### src/hdl/hsp_pkg.sv
package hsp_pkg;

    // Register byte offsets
    localparam logic [7:0] ADDR_RANGE    = 8'h00;
    localparam logic [7:0] ADDR_GAIN     = 8'h04;
    localparam logic [7:0] ADDR_OFFSET   = 8'h08;
    localparam logic [7:0] ADDR_LOWPASS  = 8'h0C;
    localparam logic [7:0] ADDR_TREF     = 8'h10;
    localparam logic [7:0] ADDR_COEF1    = 8'h14;
    localparam logic [7:0] ADDR_COEF2    = 8'h18;
    localparam logic [7:0] ADDR_STATUS   = 8'h1C;
    localparam logic [7:0] ADDR_DAC      = 8'h20;
    localparam logic [7:0] ADDR_GEFF     = 8'h24;

    // Field widths
    localparam int RANGE_W = 2;
    localparam int SET_W   = 15;
    localparam int BW_W    = 3;
    localparam int TEMP_W  = 12;
    localparam int COEF_W  = 16;
    localparam int HALL_W  = 16;
    localparam int DAC_W   = 12;
    localparam int GEFF_W  = 24;

    // Reset values
    localparam logic [RANGE_W-1:0] RANGE_RST  = 2'h1;
    localparam logic [SET_W-1:0]   GAIN_RST   = 15'h5000;
    localparam logic [SET_W-1:0]   OFFSET_RST = 15'h4800;
    localparam logic [BW_W-1:0]    BW_RST     = 3'h0;
    localparam logic [TEMP_W-1:0]  TREF_RST   = 12'h000;
    localparam logic [COEF_W-1:0]  TC_RST     = 16'h0000;

    // Range codes
    localparam logic [RANGE_W-1:0] RANGE_50MT  = 2'h3;
    localparam logic [RANGE_W-1:0] RANGE_100MT = 2'h1;
    localparam logic [RANGE_W-1:0] RANGE_200MT = 2'h0;

    // Arithmetic constants
    localparam int SETTING_BIAS = 16384;
    localparam int GAIN_FRAC    = 12;
    localparam int LIN_SHIFT    = 10;
    localparam int SQ_SHIFT     = 12;
    localparam int QUAD_SHIFT   = 8;
    localparam int DAC_MAX      = 4095;
    localparam logic [BW_W-1:0] BW_BYPASS = 3'h7;
    localparam int LPF_FRAC     = 8;

    // Timing
    localparam int CLK_HZ       = 250_000_000;
    localparam int LPF_RATE_HZ  = 16_000;
    localparam int DECIM_CYCLES = CLK_HZ / LPF_RATE_HZ;

    // Buffer
    localparam int FIFO_DEPTH = 8;

    typedef enum logic [3:0] {
        ST_IDLE = 4'b0001,
        ST_MUL  = 4'b0010,
        ST_ADD  = 4'b0100,
        ST_OUT  = 4'b1000
    } hsp_state_e;

endpackage : hsp_pkg

### src/hdl/hsp_signal_path.sv
// Operation
// - Low pass filter each Hall sample first
// - Multiply filtered sample by effective gain
// - Add offset after gain multiplication
// - Limit result to 12 bits for DAC
// - Subtract reference temperature from temperature code
// - Linear path multiplies difference by first coefficient
// - Quadratic path squares difference, times second coefficient
// - Effective gain is gain plus both paths
// - Range code selects converter span
// - Gain is (setting minus 16384)/4096
// - Offset is (setting minus 16384)/4096 full scale
// - Offset spans -400 to 399 percent
// - Seven bandwidths, setting 7 bypasses, unity DC gain
// - Filter output is sampled into the buffer at 16 kHz
`timescale 1ns/1ps
module hsp_signal_path
    import hsp_pkg::*;
#(
    parameter int DECIM = DECIM_CYCLES
)
(
    input  wire logic                 mclk_i,
    input  wire logic                 rst_n_i,
    input  wire logic [7:0]           avs_address_i,
    input  wire logic                 avs_read_i,
    input  wire logic                 avs_write_i,
    input  wire logic [31:0]          avs_writedata_i,
    input  wire logic [3:0]           avs_byteenable_i,
    output logic      [31:0]          avs_readdata_o,
    output logic                      avs_waitrequest_o,
    input  wire logic [HALL_W-1:0]    hall_data_i,
    input  wire logic                 hall_valid_i,
    input  wire logic [TEMP_W-1:0]    temp_data_i,
    input  wire logic                 temp_valid_i,
    output logic      [RANGE_W-1:0]   adc_range_o,
    output logic      [DAC_W-1:0]     dac_code_o,
    output logic                      dac_valid_o,
    input  wire logic                 dac_ready_i
);
    localparam int CNT_W = $clog2(DECIM + 1);
    localparam int PROD_W = HALL_W + GEFF_W;

    // Settings
    logic [RANGE_W-1:0]  range_reg;
    logic [SET_W-1:0]    gain_reg;
    logic [SET_W-1:0]    offset_reg;
    logic [BW_W-1:0]     bw_reg;
    logic [TEMP_W-1:0]   tref_reg;
    logic [COEF_W-1:0]   coef1_reg;
    logic [COEF_W-1:0]   coef2_reg;

    // Bus slave
    logic                wait_reg;
    logic [31:0]         rdata_reg;

    // Temperature compensation
    logic signed [TEMP_W:0]   dt_reg;
    logic                     dt_vld_reg;
    logic signed [31:0]       lin_reg;
    logic signed [31:0]       sq_reg;
    logic                     mul_vld_reg;
    logic signed [31:0]       quad_reg;
    logic                     quad_vld_reg;
    logic signed [GEFF_W-1:0] geff_reg;

    // Decimation
    logic [CNT_W-1:0]         tick_cnt_reg;
    logic                     pend_reg;

    // Field datapath
    hsp_state_e               state_reg;
    hsp_state_e               state_next;
    logic signed [HALL_W-1:0] x_reg;
    logic signed [GEFF_W-1:0] gain_hold_reg;
    logic signed [PROD_W-1:0] prod_reg;
    logic signed [PROD_W:0]   sum_reg;
    logic [DAC_W-1:0]         dac_reg;
    logic                     dac_vld_reg;

    wire  signed [HALL_W-1:0] lpf_y;
    wire         [HALL_W-1:0] fifo_data;
    wire                      fifo_out_valid;
    wire                      fifo_in_ready;
    wire         [3:0]        fifo_count;

    // Bus decode
    wire         req     = avs_read_i | avs_write_i;
    wire         commit  = req & ~wait_reg;
    wire         wr_en   = avs_write_i & commit;
    wire         hit_rng = (avs_address_i == ADDR_RANGE);
    wire         hit_gn  = (avs_address_i == ADDR_GAIN);
    wire         hit_ofs = (avs_address_i == ADDR_OFFSET);
    wire         hit_bw  = (avs_address_i == ADDR_LOWPASS);
    wire         hit_tr  = (avs_address_i == ADDR_TREF);
    wire         hit_t1  = (avs_address_i == ADDR_COEF1);
    wire         hit_t2  = (avs_address_i == ADDR_COEF2);
    wire         hit_st  = (avs_address_i == ADDR_STATUS);
    wire         hit_dac = (avs_address_i == ADDR_DAC);
    wire         hit_ge  = (avs_address_i == ADDR_GEFF);
    wire  [31:0] bmask;

    genvar gb;
    generate
        for (gb = 0; gb < 4; gb++)
        begin : g_bmask
            assign bmask[gb*8 +: 8] = {8{avs_byteenable_i[gb]}};
        end
    endgenerate

    wire  [31:0] wmerge_rng = ({30'h0, range_reg} & ~bmask)
                            | (avs_writedata_i & bmask);
    wire  [31:0] wmerge_gn  = ({17'h0, gain_reg} & ~bmask)
                            | (avs_writedata_i & bmask);
    wire  [31:0] wmerge_ofs = ({17'h0, offset_reg} & ~bmask)
                            | (avs_writedata_i & bmask);
    wire  [31:0] wmerge_bw  = ({29'h0, bw_reg} & ~bmask)
                            | (avs_writedata_i & bmask);
    wire  [31:0] wmerge_tr  = ({20'h0, tref_reg} & ~bmask)
                            | (avs_writedata_i & bmask);
    wire  [31:0] wmerge_t1  = ({16'h0, coef1_reg} & ~bmask)
                            | (avs_writedata_i & bmask);
    wire  [31:0] wmerge_t2  = ({16'h0, coef2_reg} & ~bmask)
                            | (avs_writedata_i & bmask);

    wire  [31:0] status_word = {22'h0, state_reg, dac_vld_reg,
                                pend_reg, fifo_count};

    wire  [31:0] rdata_next =
        hit_rng ? {30'h0, range_reg}                 :
        hit_gn  ? {17'h0, gain_reg}                  :
        hit_ofs ? {17'h0, offset_reg}                :
        hit_bw  ? {29'h0, bw_reg}                    :
        hit_tr  ? {20'h0, tref_reg}                  :
        hit_t1  ? {16'h0, coef1_reg}                 :
        hit_t2  ? {16'h0, coef2_reg}                 :
        hit_st  ? status_word                        :
        hit_dac ? {20'h0, dac_reg}                   :
        hit_ge  ? 32'(geff_reg)                      :
                  32'h0000_0000;

    // One wait state, then the request is completed
    always_ff @(posedge mclk_i or negedge rst_n_i)
    begin
        if (!rst_n_i)
        begin
            wait_reg  <= 1'b1;
            rdata_reg <= 32'h0000_0000;
        end
        else
        begin
            wait_reg <= ~(req & wait_reg);
            if (req & wait_reg)
                rdata_reg <= rdata_next;
        end
    end

    assign avs_waitrequest_o = wait_reg;
    assign avs_readdata_o    = rdata_reg;

    // Setting registers
    always_ff @(posedge mclk_i or negedge rst_n_i)
    begin
        if (!rst_n_i)
        begin
            range_reg  <= RANGE_RST;
            gain_reg   <= GAIN_RST;
            offset_reg <= OFFSET_RST;
            bw_reg     <= BW_RST;
            tref_reg   <= TREF_RST;
            coef1_reg  <= TC_RST;
            coef2_reg  <= TC_RST;
        end
        else if (wr_en)
        begin
            if (hit_rng)
                range_reg <= wmerge_rng[RANGE_W-1:0];
            if (hit_gn)
                gain_reg <= wmerge_gn[SET_W-1:0];
            if (hit_ofs)
                offset_reg <= wmerge_ofs[SET_W-1:0];
            if (hit_bw)
                bw_reg <= wmerge_bw[BW_W-1:0];
            if (hit_tr)
                tref_reg <= wmerge_tr[TEMP_W-1:0];
            if (hit_t1)
                coef1_reg <= wmerge_t1[COEF_W-1:0];
            if (hit_t2)
                coef2_reg <= wmerge_t2[COEF_W-1:0];
        end
    end

    // Converter span follows the range setting
    assign adc_range_o = range_reg;

    // Temperature compensation arithmetic
    wire signed [TEMP_W:0] dt_next =
        $signed({1'b0, temp_data_i}) - $signed({1'b0, tref_reg});
    wire signed [31:0] lin_next = $signed(coef1_reg) * dt_reg;
    wire signed [31:0] sq_next  = dt_reg * dt_reg;
    wire signed [31:0] sq_sh    = sq_reg >>> SQ_SHIFT;
    wire signed [31:0] quad_next = $signed(coef2_reg) * sq_sh;
    wire signed [31:0] raw_gain =
        $signed({17'h0, gain_reg}) - SETTING_BIAS;
    wire signed [31:0] geff_sum = raw_gain + (lin_reg >>> LIN_SHIFT)
                                + (quad_reg >>> QUAD_SHIFT);

    always_ff @(posedge mclk_i or negedge rst_n_i)
    begin
        if (!rst_n_i)
        begin
            dt_reg       <= '0;
            dt_vld_reg   <= 1'b0;
            lin_reg      <= '0;
            sq_reg       <= '0;
            mul_vld_reg  <= 1'b0;
            quad_reg     <= '0;
            quad_vld_reg <= 1'b0;
            geff_reg     <= GEFF_W'(32'(GAIN_RST) - SETTING_BIAS);
        end
        else
        begin
            dt_vld_reg   <= temp_valid_i;
            mul_vld_reg  <= dt_vld_reg;
            quad_vld_reg <= mul_vld_reg;
            if (temp_valid_i)
                dt_reg <= dt_next;
            if (dt_vld_reg)
            begin
                lin_reg <= lin_next;
                sq_reg  <= sq_next;
            end
            if (mul_vld_reg)
                quad_reg <= quad_next;
            if (quad_vld_reg)
                geff_reg <= GEFF_W'(geff_sum);
        end
    end

    // Input filter
    hsp_lowpass u_lowpass
    (
        .mclk_i    (mclk_i),
        .rst_n_i   (rst_n_i),
        .x_i       ($signed(hall_data_i)),
        .x_valid_i (hall_valid_i),
        .sel_i     (bw_reg),
        .y_o       (lpf_y)
    );

    // 16 kHz sample tick; a tick waits while the buffer is full
    wire tick     = (tick_cnt_reg == CNT_W'(DECIM - 1));
    wire fifo_push = pend_reg & fifo_in_ready;

    always_ff @(posedge mclk_i or negedge rst_n_i)
    begin
        if (!rst_n_i)
        begin
            tick_cnt_reg <= '0;
            pend_reg     <= 1'b0;
        end
        else
        begin
            tick_cnt_reg <= tick ? '0 : CNT_W'(tick_cnt_reg + 1'b1);
            if (tick)
                pend_reg <= 1'b1;
            else if (fifo_push)
                pend_reg <= 1'b0;
        end
    end

    hsp_fifo
    #(
        .WIDTH (HALL_W),
        .DEPTH (FIFO_DEPTH)
    )
    u_fifo
    (
        .mclk_i      (mclk_i),
        .rst_n_i     (rst_n_i),
        .in_data_i   (lpf_y),
        .in_valid_i  (fifo_push),
        .in_ready_o  (fifo_in_ready),
        .out_data_o  (fifo_data),
        .out_valid_o (fifo_out_valid),
        .out_ready_i (state_reg == ST_IDLE),
        .count_o     (fifo_count)
    );

    // Field datapath sequencing
    wire dac_free = ~dac_vld_reg | dac_ready_i;

    always_comb
    begin
        state_next = state_reg;
        unique case (state_reg)
            ST_IDLE:
                if (fifo_out_valid)
                    state_next = ST_MUL;
            ST_MUL:
                state_next = ST_ADD;
            ST_ADD:
                state_next = ST_OUT;
            ST_OUT:
                if (dac_free)
                    state_next = ST_IDLE;
            default:
                state_next = ST_IDLE;
        endcase
    end

    wire signed [PROD_W:0] scaled  = (PROD_W+1)'(prod_reg >>> GAIN_FRAC);
    wire signed [PROD_W:0] ofs_term =
        (PROD_W+1)'($signed({2'b00, offset_reg}) - SETTING_BIAS);
    wire        [DAC_W-1:0] limited =
        (sum_reg < 0)                        ? '0 :
        (sum_reg > (PROD_W+1)'(DAC_MAX))     ? DAC_W'(DAC_MAX) :
                                               sum_reg[DAC_W-1:0];

    always_ff @(posedge mclk_i or negedge rst_n_i)
    begin
        if (!rst_n_i)
        begin
            state_reg   <= ST_IDLE;
            x_reg       <= '0;
            gain_hold_reg <= '0;
            prod_reg    <= '0;
            sum_reg     <= '0;
            dac_reg     <= '0;
            dac_vld_reg <= 1'b0;
        end
        else
        begin
            state_reg <= state_next;
            if (state_reg == ST_IDLE && fifo_out_valid)
            begin
                x_reg      <= $signed(fifo_data);
                gain_hold_reg <= geff_reg;
            end
            if (state_reg == ST_MUL)
                prod_reg <= x_reg * gain_hold_reg;
            if (state_reg == ST_ADD)
                sum_reg <= scaled + ofs_term;
            if (state_reg == ST_OUT && dac_free)
            begin
                dac_reg     <= limited;
                dac_vld_reg <= 1'b1;
            end
            else if (dac_ready_i)
                dac_vld_reg <= 1'b0;
        end
    end

    assign dac_code_o  = dac_reg;
    assign dac_valid_o = dac_vld_reg;

endmodule : hsp_signal_path

### src/hdl/hsp_fifo.sv
`timescale 1ns/1ps
module hsp_fifo
#(
    parameter int WIDTH = 16,
    parameter int DEPTH = 8
)
(
    input  wire logic             mclk_i,
    input  wire logic             rst_n_i,
    input  wire logic [WIDTH-1:0] in_data_i,
    input  wire logic             in_valid_i,
    output logic                  in_ready_o,
    output logic      [WIDTH-1:0] out_data_o,
    output logic                  out_valid_o,
    input  wire logic             out_ready_i,
    output logic [$clog2(DEPTH):0] count_o
);
    localparam int AW = $clog2(DEPTH);

    logic [WIDTH-1:0] mem_reg [DEPTH];
    logic [AW-1:0]    wr_ptr_reg;
    logic [AW-1:0]    rd_ptr_reg;
    logic [AW:0]      count_reg;
    wire              push = in_valid_i & in_ready_o;
    wire              pop  = out_valid_o & out_ready_i;

    assign in_ready_o  = (count_reg != (AW+1)'(DEPTH));
    assign out_valid_o = (count_reg != '0);
    assign out_data_o  = mem_reg[rd_ptr_reg];
    assign count_o     = count_reg;

    always_ff @(posedge mclk_i)
    begin
        if (push)
        begin
            mem_reg[wr_ptr_reg] <= in_data_i;
        end
    end

    always_ff @(posedge mclk_i or negedge rst_n_i)
    begin
        if (!rst_n_i)
        begin
            wr_ptr_reg <= '0;
            rd_ptr_reg <= '0;
            count_reg  <= '0;
        end
        else
        begin
            if (push)
                wr_ptr_reg <= AW'(wr_ptr_reg + 1'b1);
            if (pop)
                rd_ptr_reg <= AW'(rd_ptr_reg + 1'b1);
            if (push && !pop)
                count_reg <= (AW+1)'(count_reg + 1'b1);
            else if (pop && !push)
                count_reg <= (AW+1)'(count_reg - 1'b1);
        end
    end

endmodule : hsp_fifo

### src/hdl/hsp_lowpass.sv
`timescale 1ns/1ps
module hsp_lowpass
    import hsp_pkg::*;
(
    input  wire logic                     mclk_i,
    input  wire logic                     rst_n_i,
    input  wire logic signed [HALL_W-1:0] x_i,
    input  wire logic                     x_valid_i,
    input  wire logic        [BW_W-1:0]   sel_i,
    output logic signed      [HALL_W-1:0] y_o
);
    localparam int ACC_W = HALL_W + LPF_FRAC;

    logic signed [ACC_W-1:0] acc_reg;
    wire  signed [ACC_W-1:0] x_ext  = ACC_W'(x_i) <<< LPF_FRAC;
    wire  signed [ACC_W:0]   diff   = (ACC_W+1)'(x_ext) - (ACC_W+1)'(acc_reg);
    wire         [2:0]       shift  = 3'(BW_BYPASS - sel_i);
    wire  signed [ACC_W:0]   step   = diff >>> shift;
    wire  signed [ACC_W-1:0] acc_next = (sel_i == BW_BYPASS) ? x_ext
                                      : ACC_W'(acc_reg + step[ACC_W-1:0]);

    assign y_o = acc_reg[ACC_W-1:LPF_FRAC];

    // First order section: unity DC gain, setting 7 passes samples through
    always_ff @(posedge mclk_i or negedge rst_n_i)
    begin
        if (!rst_n_i)
            acc_reg <= '0;
        else if (x_valid_i)
            acc_reg <= acc_next;
    end

endmodule : hsp_lowpass

### config.mk
export PLATFORM = sky130hd
export DESIGN_NAME = hsp_signal_path
export DESIGN_NICKNAME = d
export VERILOG_FILES = /design/src/hdl/hsp_pkg.sv /design/src/hdl/hsp_signal_path.sv /design/src/hdl/hsp_fifo.sv /design/src/hdl/hsp_lowpass.sv
export SDC_FILE = /design/constraint.sdc
export NUM_CORES = 2
export LEC_CHECK = 0
export ABC_AREA = 1
export BUFFER_PORTS_ARGS = -buffer_cell sky130_fd_sc_hd__buf_2
export CELL_PAD_IN_SITES_DETAIL_PLACEMENT = 0
export CELL_PAD_IN_SITES_GLOBAL_PLACEMENT = 1
export CORE_UTILIZATION = 54
export DETAILED_ROUTE_END_ITERATION = 16
export PLACE_DENSITY_LB_ADDON = 0.2
export SLEW_MARGIN = 20
export SYNTH_ARGS = -nofsm -noshare
export SYNTH_HDL_FRONTEND = slang
export SYNTH_SLANG_ARGS = --single-unit
### constraint.sdc
create_clock -name mclk_i -period 18.3 [get_ports mclk_i]
set_input_delay 3.66 -clock mclk_i [delete_from_list [all_inputs] [get_ports mclk_i]]
set_output_delay 3.66 -clock mclk_i [all_outputs]
set_load 0.005 [all_outputs]
# Word level (Yosys, flattened, before mapping)
# Memory sizes are Yosys's and may differ from the RTL's. A register that Yosys moved wholly into a read port is not among the register bits.
# Cells that the tools add are included.
[totals] ff_bits=410 ram_bits=128 output_inout_bits=48 word_cells=141 memories=1
[op_classes] n_addsub=14 multipliers=4 n_lt_le_gt_ge=2 n_eq_ne=18 shifts=1 muxes=25 bitwise_logic=27 reduce_logical=20
[mem_list] name="u_fifo.mem_reg" words=8 width=16 read_ports=1 rd_clocked_by_memory_dff=1 write_ports=1 line="hsp_fifo.sv:20" rtl="logic [WIDTH-1:0] mem_reg [DEPTH];"
[ops] cell="two-way mux 32 bit" count=10
[ops] cell="bitwise AND 16 bit" count=3
[ops] cell="greater-than comparator 41 x 13 -> 1 bit, second input constant" count=1
[ops] cell="less-than comparator 41 x 1 -> 1 bit, second input constant" count=1
[ops] cell="multiplier 16 x 24 -> 40 bit" count=1
[ops] cell="equality test 8 x 5 -> 1 bit, second input constant" count=4
[ops] cell="bitwise OR 16 bit" count=2
[ops] cell="subtractor 15 x 15 -> 16 bit, second input constant" count=2
[ops] cell="bitwise AND 15 bit" count=2
[ops] cell="multiplier 16 x 14 -> 30 bit" count=1
[ops] cell="bitwise OR 15 bit" count=2
[ops] cell="adder 28 x 16 -> 29 bit" count=1
[ops] cell="multiplier 16 x 13 -> 29 bit" count=1
[ops] cell="multiplier 13 x 13 -> 26 bit" count=1
[ops] cell=">>> shifter 25 x 3 -> 24 bit" count=1
[ops] cell="subtractor 24 x 24 -> 25 bit" count=1
[ops] cell="adder 20 x 24 -> 24 bit" count=1
[ops] cell="adder 24 bit" count=1
[ops] cell="two-way mux 12 bit" count=2
[ops] cell="two-way mux 24 bit" count=1
[ops] cell="adder 16 x 19 -> 20 bit" count=1
[ops] cell="equality test 8 x 4 -> 1 bit, second input constant" count=2
[ops] cell="equality test 8 x 6 -> 1 bit, second input constant" count=2
[ops] cell="two-way mux 4 bit" count=4
[ops] cell="other kinds (34)" count=63

# Logic depth before layout (Yosys ltp)
[depth] depth_word=11 mapped_depth=34 ltp_nobuf=32

# Hierarchy
# Synthesis repeated with hierarchy kept, for this count alone.
[hier_totals] hier_cells=8426 area_unflattened_um2=65258.8
[by_module_without_submodules] mod="hsp_signal_path" n_inst=1 cells_per_inst=7059 area_each_um2=54664.9 seq_area_each_um2=8217.9
[by_module_without_submodules] mod="hsp_fifo" n_inst=1 cells_per_inst=632 area_each_um2=6089.6 seq_area_each_um2=4093.9
[by_module_without_submodules] mod="hsp_lowpass" n_inst=1 cells_per_inst=735 area_each_um2=4504.3 seq_area_each_um2=600.6

# Worst setup path before layout
# No wires, ideal clock.
[synth_path] path_kind="input-to-reg" startpoint="in hall_data_i[2]" endpoint="reg u_lowpass.acc_reg[22]" setup_time_ns=0.083 arrival_time_ns=6.781 required_ns=18.217 slack_ns=11.436 cell_stages=23 n_path_buf=0 cell_sequence="ha_1 -> a21oi_1 -> nand2_1 -> nand2_1 -> nand2_1 -> a31oi_1 -> o21ai_0 -> nand2_1 -> nand3b_1 -> nand3_1 -> nand3_1 -> nand3_1 -> o21ai_0 -> ha_1 -> nand2_1 -> nor4_1 -> nand4_1 -> nand3_1 -> a21oi_1 -> or2_2 -> nand2_1 -> nor2_1 -> o22ai_1"
[synth_between] elab_chain_cells=4
[synth_rtl] element="start: declaration" line="hsp_signal_path.sv:32" rtl="input wire logic [HALL_W-1:0] hall_data_i,"
[synth_rtl] element="subtractor 24 x 24 -> 25 bit" line="hsp_lowpass.sv:16" rtl="wire signed [ACC_W:0] diff = (ACC_W+1)'(x_ext) - (ACC_W+1)'(acc_reg);"
[synth_rtl] element=">>> shifter 25 x 3 -> 24 bit" line="hsp_lowpass.sv:18" rtl="wire signed [ACC_W:0] step = diff >>> shift;"
[synth_rtl] element="adder 24 bit" line="hsp_lowpass.sv:20" rtl=": ACC_W'(acc_reg + step[ACC_W-1:0]);"
[synth_rtl] element="two-way mux 24 bit" line="hsp_lowpass.sv:19" rtl="wire signed [ACC_W-1:0] acc_next = (sel_i == BW_BYPASS) ? x_ext"
[synth_rtl] element="end signal: assignment" line="hsp_lowpass.sv:30" rtl="acc_reg <= acc_next;"
[synth_rtl] element="end: declaration" line="hsp_lowpass.sv:14" rtl="logic signed [ACC_W-1:0] acc_reg;"
# No other way between the ends.
# A chain may end at the register's enable or synchronous reset.

# Worst setup path in the final report
# Ends and elaborated chain as after synthesis.

==> flow_results.xml <==
<?xml version="1.0" encoding="UTF-8"?>
<metrics>
  <group name="run_status">
    <metric name="status" unit="">finished clean</metric>
  </group>
  <group name="routing">
    <metric name="routed_wl" unit="um">165000</metric>
    <metric name="detail_route.iter0.violations" unit="">3166</metric>
    <metric name="detailroute.via_count" unit="">48100</metric>
    <metric name="post_drt_wl_per_cell" unit="um">18.2</metric>
    <metric name="post-route-drc-count" unit="">0</metric>
    <metric name="vias_per_cell" unit="">5.32</metric>
    <metric name="drt_pre_antenna_iters" unit="">6</metric>
    <metric name="ant_nets" unit="">0</metric>
  </group>
  <group name="global_route">
    <metric name="maximum_number_of_pins_on_one_net_before_global_route_repair" unit="">113</metric>
    <metric name="antenna_found_initial" unit="">3</metric>
    <metric name="grt-ovfl-total" unit="">0</metric>
    <metric name="grt_pass1_wl" unit="um">270000</metric>
    <metric name="globalRouteTotalUtil" unit="%">29.6</metric>
    <metric name="vias_in_the_first_global_route" unit="">50000</metric>
  </group>
  <group name="critical_path">
    <metric name="worst_path_max_delay_cell" unit="">sky130_fd_sc_hd__ha_1</metric>
    <metric name="timing.critical_path.fanout_max" unit="">6</metric>
    <metric name="critical_path.endpoint_type" unit="">register</metric>
    <metric name="regToRegSetupSlack" unit="ns">11.36</metric>
    <metric name="crit_buf_inv" unit="">1</metric>
    <metric name="timing.critical_path.from_type" unit="">primary input</metric>
    <metric name="worst_ep_required_time" unit="ns">18.82</metric>
    <metric name="cp_top_family" unit="">compound AO/OA/AOI/OAI gates</metric>
    <metric name="slowest_delay" unit="ns">0.39</metric>
    <metric name="critical_path_class" unit="">primary input to register</metric>
    <metric name="worstPathArrival" unit="ns">7.95</metric>
    <metric name="timing.critical_path.cells" unit="">buf_2, ha_1, a21oi_1, nand2_1, nand2_1, nand2_1, a31oi_1, o21ai_0, nand2_1, nand3b_1, nand3_1, nand3_1, nand3_1, o21ai_0, ha_1, a21oi_1, o21ai_0, a221oi_1, nand3_1, a21oi_1, or2_2, nand2_1, nor2_1, o22ai_1</metric>
    <metric name="critical_path.most_common_cell" unit="">sky130_fd_sc_hd__nand2_1</metric>
  </group>
  <group name="timing">
    <metric name="timing.fmax" unit="MHz">135</metric>
    <metric name="fin_setup_tns" unit="ns">0</metric>
    <metric name="layout_min_cycle_time" unit="ns">7.43</metric>
    <metric name="tightestPinTransition" unit="ns">1.13</metric>
    <metric name="rsz_0062_raised_after_global_routing" unit="">no</metric>
    <metric name="timing.slew.headroom" unit="%">24.1</metric>
    <metric name="timing.clock.skew" unit="ns">0.0326</metric>
    <metric name="slew_violations" unit="">0</metric>
    <metric name="report.final.hold_viol_count" unit="">0</metric>
    <metric name="finalSetupViolCount" unit="">0</metric>
    <metric name="post-route-period-util" unit="%">40.6</metric>
  </group>
  <group name="synth">
    <metric name="mappedNetlistNets" unit="">9008</metric>
    <metric name="ys.flop_type" unit="">sky130_fd_sc_hd__dfrtp_1</metric>
    <metric name="yosysSeqAreaShare" unit="%">20.8</metric>
    <metric name="mappedNetlistArea" unit="um^2">62000</metric>
    <metric name="postSynthAreaPerCell" unit="um^2">8.20</metric>
    <metric name="synth.top_cell.area_share" unit="%">30.8</metric>
    <metric name="synth-edff-count" unit="">128</metric>
    <metric name="synthArstFlopShare" unit="%">73.9</metric>
    <metric name="ys.warnings.count" unit="">0</metric>
    <metric name="synth_cell_types" unit="">60</metric>
    <metric name="synthDominantAreaCellType" unit="">sky130_fd_sc_hd__fa_1</metric>
    <metric name="synthesis.instances" unit="">7564</metric>
    <metric name="ys_ff_latch" unit="">490</metric>
    <metric name="synth.area.top_cells" unit="">sky130_fd_sc_hd__fa_1, sky130_fd_sc_hd__dfrtp_1, sky130_fd_sc_hd__inv_1</metric>
  </group>
  <group name="floorplanning">
    <metric name="starting_density_of_the_core" unit="%">54.8</metric>
    <metric name="die_w" unit="um">341</metric>
    <metric name="placement_rows" unit="">123</metric>
    <metric name="die-area" unit="um^2">116000</metric>
    <metric name="die-height" unit="um">341</metric>
    <metric name="core_area" unit="um^2">113000</metric>
    <metric name="number_of_top_level_pins" unit="">127</metric>
  </group>
  <group name="clocking">
    <metric name="post-cts-setup-buffer-count" unit="">0</metric>
    <metric name="path_clk_slew" unit="ns">0.06</metric>
    <metric name="cts-resized-gates" unit="">0</metric>
    <metric name="cts_sinks" unit="">490</metric>
    <metric name="cts-hold-fix-buffers" unit="">0</metric>
    <metric name="clock_tree.root_cell" unit="">sky130_fd_sc_hd__clkbuf_16</metric>
    <metric name="tritoncts" unit="">yes</metric>
    <metric name="clock_latency_reported_for_the_late_side_of_the_worst_skew_pair" unit="ns">0.67</metric>
    <metric name="numCtsBuffers" unit="">57</metric>
    <metric name="cts-htree-levels" unit="">2</metric>
    <metric name="ctsLongestPathBuffers" unit="">3</metric>
  </group>
  <group name="placement">
    <metric name="gp_congestion" unit="">0.925</metric>
    <metric name="hpwlAfterDp" unit="um">132000</metric>
    <metric name="port-buffer-count" unit="">108</metric>
  </group>
  <group name="finish">
    <metric name="area_overhead_of_the_layout_relative_to_synthesis" unit="%">6.17</metric>
    <metric name="n_fill_cell" unit="">10500</metric>
    <metric name="commonest_cells_after_routing_fill_and_taps_aside" unit="">sky130_fd_sc_hd__inv_1, sky130_fd_sc_hd__nand2_1, sky130_fd_sc_hd__fa_1</metric>
    <metric name="mostFrequentLayoutCell" unit="">sky130_fd_sc_hd__inv_1</metric>
    <metric name="multi_input_area" unit="um^2">41200</metric>
    <metric name="design.final.nets" unit="">8935</metric>
    <metric name="final-seq-area" unit="um^2">12900</metric>
    <metric name="drive_gt1_share" unit="%">4.91</metric>
  </group>
  <group name="run">
    <metric name="max-cap-violations" unit="">0</metric>
  </group>
  <group name="min_path">
    <metric name="min-delay-path-class" unit="">register to register</metric>
  </group>
</metrics>
-- area by class of cell --
cell class	count	share of cell area, %
Tap cell	1500	2.85
Clock inverter	34	0.815
Inverter	1790	10.2
Antenna cell	2	0.00760
Timing Repair Buffer	174	1.59
Clock buffer	72	2.33
Sequential cell	490	19.6
Multi-Input combinational cell	4978	62.6
-- routing by layer --
layer / track usage, % / vias up / part of all wire (%)
li1: - / 22800 / -
met1: 39.8 / 23900 / 43
met2: 49.6 / 1192 / 48
met3: 3.58 / 256 / 5.4
met4: 10.1 / 0 / 3.6
met5: 0 / - / 0
-- Yosys cell counts, types with 7 or more instances --
cell type / instances
sky130_fd_sc_hd__o211ai_1: 27
sky130_fd_sc_hd__a221oi_1: 7
sky130_fd_sc_hd__mux2i_1: 9
sky130_fd_sc_hd__dfstp_2: 8
sky130_fd_sc_hd__a31oi_1: 43
sky130_fd_sc_hd__nand3_1: 184
sky130_fd_sc_hd__o21ai_0: 445
sky130_fd_sc_hd__edfxtp_1: 128
sky130_fd_sc_hd__buf_1: 17
sky130_fd_sc_hd__clkbuf_1: 271
sky130_fd_sc_hd__buf_2: 8
sky130_fd_sc_hd__a21o_1: 23
sky130_fd_sc_hd__nor2_1: 353
sky130_fd_sc_hd__nor3_1: 46
sky130_fd_sc_hd__fa_1: 955
sky130_fd_sc_hd__nand3b_1: 8
sky130_fd_sc_hd__o2111ai_1: 8
sky130_fd_sc_hd__nand4_1: 40
sky130_fd_sc_hd__o31ai_1: 8
sky130_fd_sc_hd__o22ai_1: 37
sky130_fd_sc_hd__dfrtp_1: 354
sky130_fd_sc_hd__o21a_1: 10
sky130_fd_sc_hd__or2_2: 61
sky130_fd_sc_hd__xor2_1: 80
sky130_fd_sc_hd__o221ai_1: 39
sky130_fd_sc_hd__nand2_1: 1751
sky130_fd_sc_hd__buf_4: 10
sky130_fd_sc_hd__o21bai_1: 13
sky130_fd_sc_hd__inv_1: 1787
sky130_fd_sc_hd__a21oi_1: 252
sky130_fd_sc_hd__ha_1: 410
sky130_fd_sc_hd__nor4_1: 18
sky130_fd_sc_hd__xnor2_1: 77
sky130_fd_sc_hd__o21ai_1: 17
-- kinds of logic (layout without fill, tap and decap cells) --
group	count (synthesis)	in the layout	synth area share (%)
AND/OR/NAND/NOR	2484	2484	16.2
AO/OA/AOI/OAI	963	963	8.80
XOR/XNOR	157	157	2.22
buffers and inverters	2096	2070	12.8
flip-flops	490	490	20.8
other	0	2	0
multiplexers	9	9	0.145
adder cells (fa/ha/maj)	1365	1365	39.1
-- final timing paths --
check,from,endpoint,depth (start not counted)
max reg2reg,gain_hold_reg[23]$_DFFE_PN0P_,prod_reg[39]$_DFFE_PN0N_,18
max in group asynchronous,rst_n_i,sum_reg[21]$_DFFE_PN0P_,3
min in group asynchronous,rst_n_i,dt_reg[10]$_DFFE_PN0P_,1
min reg2reg,tick_cnt_reg[0]$_DFF_PN0_,tick_cnt_reg[0]$_DFF_PN0_,1
max,hall_data_i[2],u_lowpass.acc_reg[22]$_DFFE_PN0P_,24
min,tick_cnt_reg[0]$_DFF_PN0_,tick_cnt_reg[0]$_DFF_PN0_,1
-- through the flow --
stage	utilization, %	worst slack [ns]	cells	instance area (um^2)	hold WS (ns)
2_1_floorplan	-	11.44	7564	62000	0.352
3_3_place_gp	56.4	10.34	8932	63800	0.446
3_5_place_dp	56.4	10.34	8932	63800	0.452
4_1_cts	58.2	11.04	9038	65800	0.459
5_1_grt	58.2	10.56	9038	65800	0.477
6_report	58.2	10.87	9040	65900	0.452
Power is not shown: default switching activity piles up to over one toggle a cycle in this logic, so the estimate is an artifact.
